<file path="src/logic/aux_func_params.svh">
// Notes on behaviour
// - New on/off times stay pending until the on-time upper byte is written.
// - Phases count oscillator ticks; 1 us ticks give about 65.5 ms maximum.
// - Off-time is sixteen bits from a low and a high byte register.
// - Config bit 2 ANDs internal waveform with the column 6 pin input.
// - Mode bit 1: 0 continuous, 1 one pulse; one-shot clears enable bit 0.
// - External clock divided by field value plus one; 0 passes, 31 divides by 32.
// - Divider bit 6 inverts the divided clock output.
// - The external clock is divided only while divider enable bit 0 is set.
// - Block 1 select: off, AND, OR, XOR, flop, input A, B, C.
// - Block 2 select decodes exactly as block 1.
// - Block 1 config bits 3, 4, 5 invert inputs A, B, C.
// - Block 1 config bit 6 inverts block 1 output, except at select 0 where it stays low.
// - Block 2 config bits 3, 4, 5 invert inputs A, B, C.
// - Block 2 config bit 6 inverts block 2 output, except at select 0 where it stays low.
// - Block 2 bit 7 feeds block 1 output into block 2 input A.
// - While chained, the row 0 pin is not used as block 2 input.
// - Flop control bit 1 sets, bit 0 clears block 1 flop; zeros ignored.
// - Flop control bit 3 sets, bit 2 clears block 2 flop; zeros ignored.
`ifndef AUX_FUNC_PARAMS_SVH
`define AUX_FUNC_PARAMS_SVH
`define ADDR_OFF_LOW      8'h3e
`define ADDR_OFF_HIGH     8'h3f
`define ADDR_ON_LOW       8'h40
`define ADDR_ON_HIGH      8'h41
`define ADDR_PWM_CFG      8'h42
`define ADDR_DIV_CFG      8'h43
`define ADDR_LB1_CFG      8'h44
`define ADDR_LB2_CFG      8'h45
`define ADDR_FF_CTL       8'h46
`define PWM_EN_BIT        0
`define PWM_MODE_BIT      1
`define PWM_AND_BIT       2
`define DIV_EN_BIT        0
`define DIV_LSB           1
`define DIV_MSB           5
`define DIV_INV_BIT       6
`define LB_SEL_MSB        2
`define LB_A_INV_BIT      3
`define LB_B_INV_BIT      4
`define LB_C_INV_BIT      5
`define LB_Y_INV_BIT      6
`define LB_CHAIN_BIT      7
`define BLOCK1_FLOP_CLEAR_BIT       0
`define BLOCK1_FLOP_SET_BIT       1
`define BLOCK2_FLOP_CLEAR_BIT       2
`define BLOCK2_FLOP_SET_BIT       3
`define REG_RESET         8'h00
`define CLK_FREQ_KHZ      20000
`define TICK_FREQ_KHZ     500
// Oscillator steps on both edges: one 1 us count at the 500 kHz setting
`define TICK_DIV          (`CLK_FREQ_KHZ / (2 * `TICK_FREQ_KHZ))
`endif

</file>
<file path="src/logic/aux_func_pkg.sv">
package aux_func_pkg;
  typedef enum logic [2:0] {
    SEL_OFF, SEL_AND, SEL_OR, SEL_XOR, SEL_FLOP, SEL_A, SEL_B, SEL_C
  } lb_sel_t;
  typedef enum logic [1:0] {PWM_IDLE, PWM_ON, PWM_OFF} pwm_state_t;
  typedef struct packed {
    logic [7:0]  off_lo;
    logic [7:0]  off_hi;
    logic [7:0]  on_lo;
    logic [7:0]  on_hi;
    logic [15:0] on_act;
    logic [15:0] off_act;
    logic [7:0]  pwm_cfg;
    logic [7:0]  div_cfg;
    logic [7:0]  lb1_cfg;
    logic [7:0]  lb2_cfg;
    logic [7:0]  ff_ctl;
    logic        flop1;
    logic        flop2;
    pwm_state_t  pst;
    logic [15:0] pcnt;
    logic [5:0]  tick_cnt;
    logic [4:0]  dcnt;
    logic        dclk;
    logic        ext_prev;
    logic [1:0]  s_ext;
    logic [1:0]  s_col6;
    logic [1:0]  s_row0;
    logic [1:0]  s_a1;
    logic [1:0]  s_b1;
    logic [1:0]  s_c1;
    logic [1:0]  s_b2;
    logic [1:0]  s_c2;
    logic        pwm_q;
    logic        clk_q;
    logic        y1_q;
    logic        y2_q;
    logic        ack;
    logic [7:0]  dat;
  } state_t;
endpackage

</file>
<file path="src/logic/aux_func.sv">
// Local design decision: the Wishbone register port.
`timescale 1ns/1ps
`include "aux_func_params.svh"
module aux_func (
  input  wire logic       clk_i,
  input  wire logic       rst_i,
  input  wire logic       cyc_i,
  input  wire logic       stb_i,
  input  wire logic       we_i,
  input  wire logic [7:0] adr_i,
  input  wire logic [3:0] sel_i,
  input  wire logic [31:0] dat_i,
  output logic [31:0]     dat_o,
  output logic            ack_o,
  input  wire logic       ext_clk_i,
  input  wire logic       column6_pin_i,
  input  wire logic       row_zero_pin_i,
  input  wire logic       block1_input_a_i,
  input  wire logic       block1_input_b_i,
  input  wire logic       block1_input_c_i,
  input  wire logic       block2_input_b_i,
  input  wire logic       block2_input_c_i,
  output logic            pwm_o,
  output logic            div_clk_o,
  output logic            block1_output_o,
  output logic            block2_output_o
);
  import aux_func_pkg::*;

  state_t r, n;

  function automatic logic lb_eval(input logic [7:0] cfg, input logic a,
                                   input logic b, input logic c,
                                   input logic flop);
    logic ai;
    logic bi;
    logic ci;
    logic y;
    ai = a ^ cfg[`LB_A_INV_BIT];
    bi = b ^ cfg[`LB_B_INV_BIT];
    ci = c ^ cfg[`LB_C_INV_BIT];
    case (lb_sel_t'(cfg[`LB_SEL_MSB:0]))
      SEL_AND:  y = ai & bi & ci;
      SEL_OR:   y = ai | bi | ci;
      SEL_XOR:  y = ai ^ bi ^ ci;
      SEL_FLOP: y = flop;
      SEL_A:    y = ai;
      SEL_B:    y = bi;
      SEL_C:    y = ci;
      default:  y = 1'b0;
    endcase
    // Select zero stays inactive even with output inversion
    if (cfg[`LB_SEL_MSB:0] == 3'b000) begin
      lb_eval = 1'b0;
    end else begin
      lb_eval = y ^ cfg[`LB_Y_INV_BIT];
    end
  endfunction

  logic       wr;
  logic       rd;
  logic       tick;
  logic       ext_rise;
  logic       y1;
  logic       y2;
  logic       a2;
  logic [7:0] wb;
  logic [5:0] dsum;
  logic [4:0] dhalf;

  always_comb begin
    n = r;
    wb = dat_i[7:0];
    wr = cyc_i & stb_i & we_i & ~r.ack & sel_i[0];
    rd = cyc_i & stb_i & ~we_i & ~r.ack;
    // Input synchronisers
    n.s_ext  = {r.s_ext[0], ext_clk_i};
    n.s_col6 = {r.s_col6[0], column6_pin_i};
    n.s_row0 = {r.s_row0[0], row_zero_pin_i};
    n.s_a1   = {r.s_a1[0], block1_input_a_i};
    n.s_b1   = {r.s_b1[0], block1_input_b_i};
    n.s_c1   = {r.s_c1[0], block1_input_c_i};
    n.s_b2   = {r.s_b2[0], block2_input_b_i};
    n.s_c2   = {r.s_c2[0], block2_input_c_i};

    // Wishbone slave: one wait state, ack for one cycle
    n.ack = cyc_i & stb_i & ~r.ack;
    n.dat = 8'h00;
    if (rd) begin
      if (adr_i == `ADDR_OFF_LOW) begin
        n.dat = r.off_lo;
      end else if (adr_i == `ADDR_OFF_HIGH) begin
        n.dat = r.off_hi;
      end else if (adr_i == `ADDR_ON_LOW) begin
        n.dat = r.on_lo;
      end else if (adr_i == `ADDR_ON_HIGH) begin
        n.dat = r.on_hi;
      end else if (adr_i == `ADDR_PWM_CFG) begin
        n.dat = {5'h00, r.pwm_cfg[2:0]};
      end else if (adr_i == `ADDR_DIV_CFG) begin
        n.dat = {1'b0, r.div_cfg[6:0]};
      end else if (adr_i == `ADDR_LB1_CFG) begin
        n.dat = {1'b0, r.lb1_cfg[6:0]};
      end else if (adr_i == `ADDR_LB2_CFG) begin
        n.dat = r.lb2_cfg;
      end else if (adr_i == `ADDR_FF_CTL) begin
        n.dat = {r.ff_ctl[7:4], 2'b00, r.flop2, r.flop1};
      end
    end

    // Block 1 and 2 logic from previous-cycle flop state
    y1 = lb_eval(r.lb1_cfg, r.s_a1[1], r.s_b1[1], r.s_c1[1], r.flop1);
    // Chained input replaces row 0 pin
    a2 = r.lb2_cfg[`LB_CHAIN_BIT] ? y1 : r.s_row0[1];
    y2 = lb_eval(r.lb2_cfg, a2, r.s_b2[1], r.s_c2[1], r.flop2);
    n.y1_q = y1;
    n.y2_q = y2;

    // Prescaler to oscillator tick
    tick = (r.tick_cnt == 6'(`TICK_DIV - 1));
    n.tick_cnt = tick ? 6'h00 : r.tick_cnt + 6'h01;

    // PWM sequencer counting ticks
    case (r.pst)
      PWM_IDLE: begin
        n.pwm_q = 1'b0;
        if (r.pwm_cfg[`PWM_EN_BIT] && r.on_act != 16'h0000) begin
          n.pst = PWM_ON;
          n.pcnt = r.on_act;
        end
      end
      PWM_ON: begin
        n.pwm_q = 1'b1;
        if (tick) begin
          if (r.pcnt <= 16'h0001) begin
            n.pst = PWM_OFF;
            n.pcnt = r.off_act;
            n.pwm_q = 1'b0;
          end else begin
            n.pcnt = r.pcnt - 16'h0001;
          end
        end
      end
      PWM_OFF: begin
        n.pwm_q = 1'b0;
        if (tick) begin
          if (r.pcnt <= 16'h0001) begin
            if (r.pwm_cfg[`PWM_MODE_BIT]) begin
              n.pst = PWM_IDLE;
              n.pwm_cfg[`PWM_EN_BIT] = 1'b0;
            end else begin
              n.pst = PWM_ON;
              n.pcnt = r.on_act;
              n.pwm_q = 1'b1;
            end
          end else begin
            n.pcnt = r.pcnt - 16'h0001;
          end
        end
      end
      default: n.pst = PWM_IDLE;
    endcase
    if (!r.pwm_cfg[`PWM_EN_BIT]) begin
      n.pst = PWM_IDLE;
      n.pwm_q = 1'b0;
    end
    if (r.pwm_cfg[`PWM_AND_BIT]) begin
      n.pwm_q = n.pwm_q & r.s_col6[1];
    end

    // Clock divider on external clock edges
    n.ext_prev = r.s_ext[1];
    ext_rise = r.s_ext[1] & ~r.ext_prev;
    // Six bits so that divide by 32 does not wrap to zero
    dsum = {1'b0, r.div_cfg[`DIV_MSB:`DIV_LSB]} + 6'h01;
    dhalf = dsum[5:1];
    if (!r.div_cfg[`DIV_EN_BIT]) begin
      n.dcnt = 5'h00;
      n.dclk = 1'b0;
    end else if (r.div_cfg[`DIV_MSB:`DIV_LSB] == 5'h00) begin
      n.dclk = r.s_ext[1];
    end else if (ext_rise) begin
      // Count rising edges; high for the first half of each output period
      if (r.dcnt == r.div_cfg[`DIV_MSB:`DIV_LSB]) begin
        n.dcnt = 5'h00;
      end else begin
        n.dcnt = r.dcnt + 5'h01;
      end
      if (r.dcnt == 5'h00) begin
        n.dclk = 1'b1;
      end else if (r.dcnt == dhalf) begin
        n.dclk = 1'b0;
      end
    end
    n.clk_q = (n.dclk ^ r.div_cfg[`DIV_INV_BIT]) & r.div_cfg[`DIV_EN_BIT];

    // Flop set/clear, set wins when both written
    if (wr && adr_i == `ADDR_FF_CTL) begin
      if (wb[`BLOCK1_FLOP_CLEAR_BIT]) n.flop1 = 1'b0;
      if (wb[`BLOCK1_FLOP_SET_BIT]) n.flop1 = 1'b1;
      if (wb[`BLOCK2_FLOP_CLEAR_BIT]) n.flop2 = 1'b0;
      if (wb[`BLOCK2_FLOP_SET_BIT]) n.flop2 = 1'b1;
      n.ff_ctl = {wb[7:4], 4'h0};
    end

    // Register writes
    if (wr) begin
      if (adr_i == `ADDR_OFF_LOW) begin
        n.off_lo = wb;
      end else if (adr_i == `ADDR_OFF_HIGH) begin
        n.off_hi = wb;
      end else if (adr_i == `ADDR_ON_LOW) begin
        n.on_lo = wb;
      end else if (adr_i == `ADDR_ON_HIGH) begin
        n.on_hi = wb;
        n.on_act = {wb, r.on_lo};
        n.off_act = {r.off_hi, r.off_lo};
      end else if (adr_i == `ADDR_PWM_CFG) begin
        n.pwm_cfg = {5'h00, wb[2:0]};
      end else if (adr_i == `ADDR_DIV_CFG) begin
        n.div_cfg = {1'b0, wb[6:0]};
      end else if (adr_i == `ADDR_LB1_CFG) begin
        n.lb1_cfg = {1'b0, wb[6:0]};
      end else if (adr_i == `ADDR_LB2_CFG) begin
        n.lb2_cfg = wb;
      end
    end
  end

  always_ff @(posedge clk_i) begin
    if (rst_i) begin
      r <= '0;
    end else begin
      r <= n;
    end
  end

  assign dat_o = {24'h000000, r.dat};
  assign ack_o = r.ack;
  assign pwm_o = r.pwm_q;
  assign div_clk_o = r.clk_q;
  assign block1_output_o = r.y1_q;
  assign block2_output_o = r.y2_q;
endmodule

</file>
<file path="config.mk">
export PLATFORM = sky130hd
export DESIGN_NAME = aux_func
export DESIGN_NICKNAME = d
export VERILOG_FILES = /design/src/logic/aux_func_pkg.sv /design/src/logic/aux_func.sv
export VERILOG_INCLUDE_DIRS = /design/src /design/src/logic
export SDC_FILE = /design/constraint.sdc
export NUM_CORES = 1
export LEC_CHECK = 0
export BUFFER_PORTS_ARGS = -buffer_cell sky130_fd_sc_hd__buf_4
export CORE_ASPECT_RATIO = 0.8
export CORE_MARGIN = 3
export CORE_UTILIZATION = 27
export CTS_CLUSTER_DIAMETER = 100
export DETAILED_ROUTE_END_ITERATION = 16
export PLACE_DENSITY_LB_ADDON = 0.3
export SETUP_SLACK_MARGIN = 0.15
export SLEW_MARGIN = 20
export SYNTH_ARGS = -nofsm -noshare
export SYNTH_HDL_FRONTEND = slang
export SYNTH_SLANG_ARGS = --single-unit
</file>
<file path="constraint.sdc">
create_clock -name clk_i -period 6 [get_ports clk_i]
set_input_delay 0.3 -clock clk_i [delete_from_list [all_inputs] [get_ports clk_i]]
set_output_delay 0.3 -clock clk_i [all_outputs]
set_load 0.005 [all_outputs]
</file>
==> results of run 1 <==
critical path, cell delays in order (launching register included):
cell and delay [ns]:
dfxtp_1 0.44, xor2_1 0.27, ha_1 0.30, nand3_1 0.09, mux2i_1 0.07, o32a_1 0.33
nor2_1 0.12, xnor2_1 0.15, a31oi_1 0.13, xnor2_1 0.19, ha_1 0.27, a211oi_1 0.23
a31oi_1 0.06, o311ai_0 0.38, a31oi_1 0.10, nand3_1 0.11, nor4b_1 0.25
report_power, final:
group | switching [W] | total [W] | internal [W] | leakage, nW
Clock | 0.000416 | 0.00118 | 0.000760 | 0.321
Combinational | 0.0000539 | 0.0000804 | 0.0000265 | 1.46
Sequential | 0.00000343 | 0.000987 | 0.000983 | 1.19
routing by layer:
layer	global-route usage, %	vias to the layer above	part of all wire [%]
met5	0	-	0
met4	4.19	0	1.1
met3	3.37	18	8.7
met2	19.0	188	40
met1	22.1	3010	50
li1	-	3147	-
stage by stage:
step / power [W] / setup WS (ns) / instance area [sq um] / util [%] / instances
3_3_place_gp: 0.00109 / 2.42 / 7810 / 29.4 / 1253
5_1_grt: 0.00232 / 1.99 / 8470 / 31.8 / 1284
3_5_place_dp: 0.00109 / 2.39 / 7810 / 29.4 / 1253
6_report: 0.00224 / 2.40 / 8470 / 31.8 / 1284
4_1_cts: 0.00227 / 2.36 / 8470 / 31.8 / 1284
2_1_floorplan: 0.00107 / 2.94 / 7490 / - / 944
cells by family after synthesis:
family / count (synthesis) / share of synthesized area (%)
other: 1 / 0.0507
multiplexers: 31 / 4.56
flip-flops: 147 / 39.8
AND/OR/NAND/NOR: 380 / 24.7
buffers and inverters: 118 / 7.84
adder cells (fa/ha/maj): 13 / 2.20
AO/OA/AOI/OAI: 197 / 16.9
XOR/XNOR: 34 / 4.02
path summary, 6_finish.rpt:
path / depth (start not counted) / startpoint / endpoint
setup / recovery: 16 / r[81] / block2_output_o
setup reg to reg: 16 / r[81] / block2_output_o
hold / removal: 2 / row_zero_pin_i / n[24]
hold reg to reg: 1 / n[22] / r[22]
flip-flops by register name (all words and copies together) (netlist names):
signal and count:
ack_o 1, dat_o 8, n 9, div_clk_o 1
pwm_o 1, r 125, block1_output_o 1, block2_output_o 1
synth_stat cells (19+ instances only):
library cell	instances	area, sq um
a21oi_1	90	450
nor2_1	72	270
xnor2_1	19	166
dfxtp_1	147	2940
nand2_1	149	559
mux2i_1	27	270
nor3_1	29	145
clkbuf_1	56	210
nor2b_1	24	150
buf_4	32	240
nand3_1	45	225
area by class of cell:
cell class                      instances  area [sq um]
Fill cell                            2791         18100
Timing Repair Buffer                   52           390
Multi-Input combinational cell        679          3970
Clock inverter                          8           146
Clock buffer                           23           508
Sequential cell                       147          2940
Tap cell                              357           447
Inverter                               18          67.6
==> flow_metrics.env, run 1 <==
export IMPL_core_area_sq_um=26600
export IMPL_viasPerCell=4.96
export IMPL_areaGrowthSynthToFinish_pct=14.4
export IMPL_grt_pass1_wl_um=32700
export IMPL_dieArea_sq_um=29400
export IMPL_avgRoutedWirePerCell_um=16.1
export IMPL_cts_sinks=147
export IMPL_hpwlAfterDp_um=14500
export IMPL_rrSetupSlack_ns=2.40
export IMPL_cap_viol_max_count=0
export IMPL_cts_resized=0
export IMPL_timing_final_max_slew_violations=0
export IMPL_post_cts_buffers=0
export IMPL_period_share_pct=60.1
export IMPL_powerDensity_nw_per_um2=265
export IMPL_antenna_cells=0
export IMPL_cts_root_buf="clkbuf_16"
export IMPL_final_common_cell="nand2_1"
export IMPL_hp_class="in -> reg"
export IMPL_synthCells=921
export IMPL_antenna_found_initial=0
export IMPL_clock_latency_ns=0.43
export IMPL_antenna_left=0
export IMPL_remaining_drc_errors=0
export IMPL_ys_seq_area_share_pct=39.8
export IMPL_dr_pass1_iters=6
export IMPL_cts_tree="yes"
export IMPL_ys_ff_latch=147
export IMPL_worst_setup_path_start_kind="register"
export IMPL_gp_congestion=0.822
export IMPL_final_hold_viol_count=0
export IMPL_grt_usage_pct=14.2
export IMPL_tightest_slew_ns=0.805
export IMPL_layout_common_cells="nand2_1, dfxtp_1, a21oi_1"
export IMPL_fmax_mhz=277
export IMPL_drt_initial_drc_count=554
export IMPL_worstPathRequired_ns=6.32
export IMPL_setup_viol=0
export IMPL_num_vias=6363
export IMPL_period_minus_slack_ns=3.60
export IMPL_yosysWarnings=0
export IMPL_synthArstFlopShare_pct=0
export IMPL_overflow=0
export IMPL_die_width_um=191
export IMPL_hold_slack_ns=0.0828
export IMPL_max_slew_margin_rel_pct=45.9
export IMPL_grt_start_max_net_pins=73
export IMPL_arrival_ns=3.92
export IMPL_grt_pass1_vias=5797
export IMPL_routed_wl_um=20600
export IMPL_io_buffers=42
export IMPL_syn_area_sq_um=7400
export IMPL_outcome="finished clean"
export IMPL_finalSetupTns_ns=0
export IMPL_start_util_pct=27.8
export IMPL_p_leak_nw=2.97
export IMPL_rows=53
export IMPL_cts_hold_buffers=0
export IMPL_die_height_um=154
export IMPL_cp_max_fo=3
export IMPL_synth_edf_count=0
export IMPL_pin_count=94
export IMPL_ir_drop_mv=0.204
export IMPL_crit_type="reg -> reg"
export IMPL_skew_ns=0.0107
export IMPL_ys_flop_type="dfxtp_1"
export IMPL_cts_buffer_depth=2
export IMPL_cts_max_level=4
export IMPL_cts_buffers=17
export IMPL_syn_area_per_cell_sq_um=8.04
export IMPL_ys_types=74
export IMPL_path_clk_slew_ns=0.06
export IMPL_end_kind="register"
export IMPL_final_layout_size_suffix_gt1_share_pct=11.7
export IMPL_rsz0062_at_grt="no"
export IMPL_fin_nets=985
No activity file was read; power rests on OpenSTA's default activity.
==> run 2, diff against run 1 <==
==> constraint.sdc (replaced) <==
create_clock -name clk_i -period 3.2 [get_ports clk_i]
set_input_delay 0.16 -clock clk_i [delete_from_list [all_inputs] [get_ports clk_i]]
set_output_delay 0.16 -clock clk_i [all_outputs]
set_load 0.005 [all_outputs]
==> run 2 against run 1 <==
Critical path depth did not move. First-iteration DRC count rose by 18%. Register-to-register slack got worse by 2.4 ns. Sequential power rose by 87%. Final cell count rose by 1.4%. Clock power rose by 84%. Critical path type unchanged. The flow now finishes with violations (negative setup slack).
==> flow_metrics.env, run 2 (synthesis gave the netlist of run 1 again) <==
export IMPL_outcome="complete, but fails checks"
export IMPL_failed_checks="negative setup slack"
export IMPL_worstPathRequired_ns=3.49
export IMPL_grt_start_max_net_pins=90
export IMPL_dieArea_sq_um=29400
export IMPL_num_vias=6418
export IMPL_tightest_slew_ns=0.961
export IMPL_multi_input_area_sq_um=4010
export IMPL_worstReg2RegStart="r[22]"
export IMPL_setup_viol=1
export IMPL_die_height_um=154
export IMPL_start_util_pct=27.8
export IMPL_end_kind="register"
export IMPL_register_area_sq_um=2950
export IMPL_worst_setup_path_start_kind="register"
export IMPL_cts_max_level=4
export IMPL_max_slew_margin_rel_pct=35.9
export IMPL_cts_buffers=17
export IMPL_cts_buffer_depth=2
export IMPL_cp_startpoint="r[22]"
export IMPL_hpwlAfterDp_um=14700
export IMPL_viasPerCell=4.93
export IMPL_cts_root_buf="clkbuf_16"
export IMPL_ir_drop_mv=0.375
export IMPL_gr_usage_met1_pct=22.0
export IMPL_path_clk_slew_ns=0.06
export IMPL_io_buffers=42
export IMPL_largest_register="r"
export IMPL_hp_class="in -> reg"
export IMPL_placed_cells=1261
export IMPL_dpl_cell_area_sq_um=7870
export IMPL_remaining_drc_errors=0
export IMPL_areaGrowthSynthToFinish_pct=16.9
export IMPL_rsz0062_at_grt="yes"
export IMPL_clock_latency_ns=0.42
export IMPL_top_usage_layer="met1"
export IMPL_setup_slack_ns=-0.0236
export IMPL_grt_pass1_wl_um=33100
export IMPL_final_layout_size_suffix_gt1_share_pct=13.4
export IMPL_timing_final_max_slew_violations=0
export IMPL_period_share_pct=101
export IMPL_use_met3_pct=3.35
export IMPL_avgRoutedWirePerCell_um=16.1
export IMPL_powerDensity_nw_per_um2=484
export IMPL_fill_cells=2830
export IMPL_drt_initial_drc_count=656
export IMPL_cp_max_fo=2
export IMPL_period_minus_slack_ns=3.22
export IMPL_layout_common_cells="nand2_1, dfxtp_1, a21oi_1"
export IMPL_overflow=0
export IMPL_fmax_mhz=310
export IMPL_pin_count=94
export IMPL_gp_congestion=0.851
export IMPL_cts_tree="yes"
export IMPL_antenna_left=0
export IMPL_dr_pass1_iters=5
export IMPL_gr_usage_met2_pct=19.4
export IMPL_cts_sinks=147
export IMPL_rows=53
export IMPL_final_hold_viol_count=0
export IMPL_antenna_found_initial=0
export IMPL_dp_slack_ns=0.00891
export IMPL_grt_pass1_vias=5874
export IMPL_cap_viol_max_count=0
export IMPL_final_common_cell="nand2_1"
export IMPL_grt_usage_pct=14.2
export IMPL_arrival_ns=3.51
export IMPL_stdcell_area_sq_um=8650
export IMPL_crit_type="reg -> reg"
export IMPL_fin_nets=1002
export IMPL_antenna_cells=0
export IMPL_die_width_um=191
export IMPL_power_w=0.00418
export IMPL_largest_register_ffs=125
export IMPL_worstHoldStart="dat_i[7]"
export IMPL_skew_ns=0.00747
export IMPL_core_area_sq_um=26600
export IMPL_routed_wl_um=20900
export IMPL_fin_cells=1302
export IMPL_final_util_pct=32.5
export IMPL_p_leak_nw=3.04
==> run 2: cell types whose count changed in the layout (fill, tap and decap cells not counted), sizes merged <==
cell and change:
clkinvlp +2, buf +9, dlygate4sd3 +8, clkbuf -5, inv +4
==> run 2: repair_timing <==
action / in CTS / in global routing
buffers inserted: 0 / 1
pin swaps: 2 / 10
hold buffers: 8 / 0
gates resized for setup: 1 / 10
endpoints found under the setup margin: 1 / 1
hold endpoints to repair: 8 / 0
==> run 2: area by class of cell <==
| type | count | area share [%] |
|---|---|---|
| Clock buffer | 18 | 5.08 |
| Clock inverter | 14 | 2.30 |
| Inverter | 18 | 0.781 |
| Multi-Input combinational cell | 679 | 46.4 |
| Sequential cell | 147 | 34.1 |
| Tap cell | 357 | 5.16 |
| Timing Repair Buffer | 69 | 6.22 |
==> run 2: through the flow <==
stage | hold slack (ns) | TNS (ns)
floorplan | 0.288 | 0
global placement | 0.371 | 0
detailed placement | 0.375 | 0
CTS | 0.0419 | 0
global route | 0.0523 | -0.296
finish | 0.0627 | -0.0236
==> run 2: per-layer routing <==
metal,vias to the layer above,routed length [um],share of wire [%]
li1,3176,-,-
met1,3094,10900,52
met2,136,8590,41
met3,12,1250,6.0
met4,0,178,0.85
met5,-,0,0
==> run 2: worst max-delay path, cell delays in order, from the launching register on <==
cell      delay (ns)
dfxtp_2         0.33
xor2_2          0.17
ha_1            0.31
nand3_1         0.08
mux2i_1         0.07
o32a_1          0.37
nor2_2          0.15
xnor2_2         0.12
a31oi_1         0.11
xnor2_1         0.15
ha_1            0.33
a211oi_2        0.18
a31oi_1         0.06
o311ai_1        0.29
a31oi_1         0.10
a21oi_2         0.21
nor4b_4         0.06
==> run 2: report_power, final <==
group	switching, W	internal, W	total [W]	leakage, nW
logic	0.000103	0.0000578	0.000160	1.55
registers	0.00000721	0.00184	0.00185	1.19
clock network	0.000837	0.00134	0.00217	0.305
total	0.000947	0.00324	0.00418	3.04
==> run 2: worst paths after layout <==
check	end	slack [ns]	depth (start not counted)
max reg2reg	block2_output_o	-0.02	16
min reg2reg	r[20]	0.44	1
max	block2_output_o	-0.02	16
min	r[141]	0.06	3
==> run 3, diff against run 2 <==
--- a/config.mk
+++ b/config.mk
@@ -12,6 +12,7 @@
 export CORE_UTILIZATION = 27
 export CTS_CLUSTER_DIAMETER = 100
 export DETAILED_ROUTE_END_ITERATION = 16
+export HOLD_SLACK_MARGIN = 0.08
 export PLACE_DENSITY_LB_ADDON = 0.3
 export SETUP_SLACK_MARGIN = 0.15
 export SLEW_MARGIN = 20
==> constraint.sdc (replaced) <==
create_clock -name clk_i -period 3.2 [get_ports clk_i]
set_input_delay 0.32 -clock clk_i [delete_from_list [all_inputs] [get_ports clk_i]]
set_output_delay 0.32 -clock clk_i [all_outputs]
set_load 0.005 [all_outputs]
==> run 3 against run 2 <==
The flow now finishes without violations. First-iteration DRC count grew 8.4%. Cell area shrank 1.1%. Largest power group unchanged. Core utilization down 0.37 points. Critical path type unchanged. Clock skew increased by 0.0072 ns. Die area unchanged. Sequential power hardly changed. Combinational power shrank 3%. Critical path depth is the same. Largest cell class unchanged. Setup slack better by 0.052 ns. Fmax up 1.7%. Clock-buffer cell count down 1.
==> flow_metrics.env, run 3 (synthesis gave the netlist of run 1 again) <==
export IMPL_outcome="finished clean"
export IMPL_critPathSlowestCell="ha_1"
export IMPL_areaGrowthSynthToFinish_pct=15.6
export IMPL_start_util_pct=27.8
export IMPL_largest_register="r"
export IMPL_dieArea_sq_um=29400
export IMPL_remaining_drc_errors=0
export IMPL_powerDensity_nw_per_um2=477
export IMPL_path_clk_slew_ns=0.06
export IMPL_tightest_slew_ns=0.812
export IMPL_dr_pass1_iters=5
export IMPL_max_slew_margin_rel_pct=45.9
export IMPL_clock_latency_ns=0.42
export IMPL_die_width_um=191
export IMPL_layout_common_cells="nand2_1, dfxtp_1, a21oi_1"
export IMPL_end_kind="register"
export IMPL_overflow=0
export IMPL_cp_startpoint="r[20]"
export IMPL_p_leak_nw=3.00
export IMPL_final_common_cell="nand2_1"
export IMPL_cts_sinks=147
export IMPL_period_minus_slack_ns=3.17
export IMPL_avgRoutedWirePerCell_um=16.0
export IMPL_fin_nets=999
export IMPL_cts_root_buf="clkbuf_16"
export IMPL_ir_drop_mv=0.387
export IMPL_worstHoldStart="block1_input_a_i"
export IMPL_cpMostUsedCell="a31oi_1"
export IMPL_largest_register_ffs=125
export IMPL_cts_buffers=17
export IMPL_skew_ns=0.0147
export IMPL_gp_congestion=0.852
export IMPL_worstReg2RegStart="r[20]"
export IMPL_antenna_found_initial=0
export IMPL_fmax_mhz=315
export IMPL_antenna_cells=0
export IMPL_worstPathRequired_ns=3.49
export IMPL_slowest_delay_ns=0.34
export IMPL_finalSetupTns_ns=0
export IMPL_core_area_sq_um=26600
export IMPL_final_util_pct=32.2
export IMPL_cts_tree="yes"
export IMPL_arrival_ns=3.46
export IMPL_final_hold_viol_count=0
export IMPL_pin_count=94
export IMPL_final_layout_size_suffix_gt1_share_pct=13.7
export IMPL_grt_usage_pct=14.1
export IMPL_rsz0062_at_grt="yes"
export IMPL_hpwlAfterDp_um=14700
export IMPL_hp_class="in -> reg"
export IMPL_routed_wl_um=20800
export IMPL_cts_buffer_depth=2
export IMPL_timing_final_max_slew_violations=0
export IMPL_power_w=0.00408
export IMPL_period_share_pct=99.1
export IMPL_die_height_um=154
export IMPL_worst_setup_path_start_kind="register"
export IMPL_rows=53
export IMPL_grt_start_max_net_pins=74
export IMPL_setup_viol=0
export IMPL_drt_initial_drc_count=711
export IMPL_grt_pass1_wl_um=32700
export IMPL_cap_viol_max_count=0
export IMPL_cts_max_level=4
export IMPL_cp_max_fo=2
export IMPL_path_cells="xor2_2, ha_1, nand3_1, mux2i_1, o32a_1, nor2_1, xnor2_1, a31oi_1, xnor2_1, ha_1, a211oi_2, a31oi_1, o311ai_1, a31oi_1, a21oi_1, nor4b_2"
export IMPL_io_buffers=42
export IMPL_grt_pass1_vias=5781
export IMPL_viasPerCell=4.94
export IMPL_crit_type="reg -> reg"
export IMPL_num_vias=6415
export IMPL_antenna_left=0
==> run 3: routing by layer <==
metal | share of wire [%] | routed length [um] | GRT usage [%] | vias to the layer above
met5 | 0 | 0 | 0 | -
met4 | 0.73 | 152 | 3.49 | 0
met3 | 6.6 | 1370 | 3.10 | 8
met2 | 41 | 8510 | 18.4 | 172
met1 | 52 | 10800 | 22.7 | 3056
li1 | - | - | - | 3179
==> run 3: critical path: cells and delay by family (launching register included) <==
kind                     cells  cell delay (ns)
flip-flops                   1             0.33
AO/OA/AOI/OAI                7             1.24
AND/OR/NAND/NOR              3             0.28
adder cells (fa/ha/maj)      2             0.65
XOR/XNOR                     3             0.46
multiplexers                 1             0.07
==> run 3: timing repair <==
item / 4_1_cts / 5_1_grt
pin swaps: 5 / 7
hold buffers: 0 / 0
setup endpoints to repair: 1 / 1
cloned: 0 / 0
buffers inserted: 3 / 1
resized for setup: 6 / 1
==> run 3: per-stage QoR <==
stage	area (sq um)	setup WS, ns	hold slack (ns)	std cells
3_5_place_dp	7890	-0.0244	0.420	1263
2_1_floorplan	7490	0.185	0.414	944
3_3_place_gp	7890	0.0388	0.420	1263
5_1_grt	8550	-0.246	0.103	1299
6_report	8550	0.0289	0.107	1299
4_1_cts	8540	-0.0279	0.0886	1298
==> run 3: area by class of cell <==
class / instances / area [sq um]
clock buffer: 17 / 425
clock inverter: 15 / 180
fill: 2785 / 18000
inverter: 18 / 67.6
multi-input combinational: 679 / 3990
sequential: 147 / 2950
tap: 357 / 447
timing repair buffer: 66 / 495
==> run 3: report_power, final <==
part	internal, W	total (W)	switching [W]
Sequential	0.00184	0.00185	0.00000707
Clock	0.00123	0.00208	0.000842
Combinational	0.0000539	0.000156	0.000102
Total	0.00313	0.00408	0.000952
==> run 3: final timing paths <==
path,to,slack [ns],depth (start not counted)
max,block2_output_o,0.03,16
min,n[22],0.11,2
max reg2reg,block2_output_o,0.03,16
min reg2reg,r[20],0.44,1
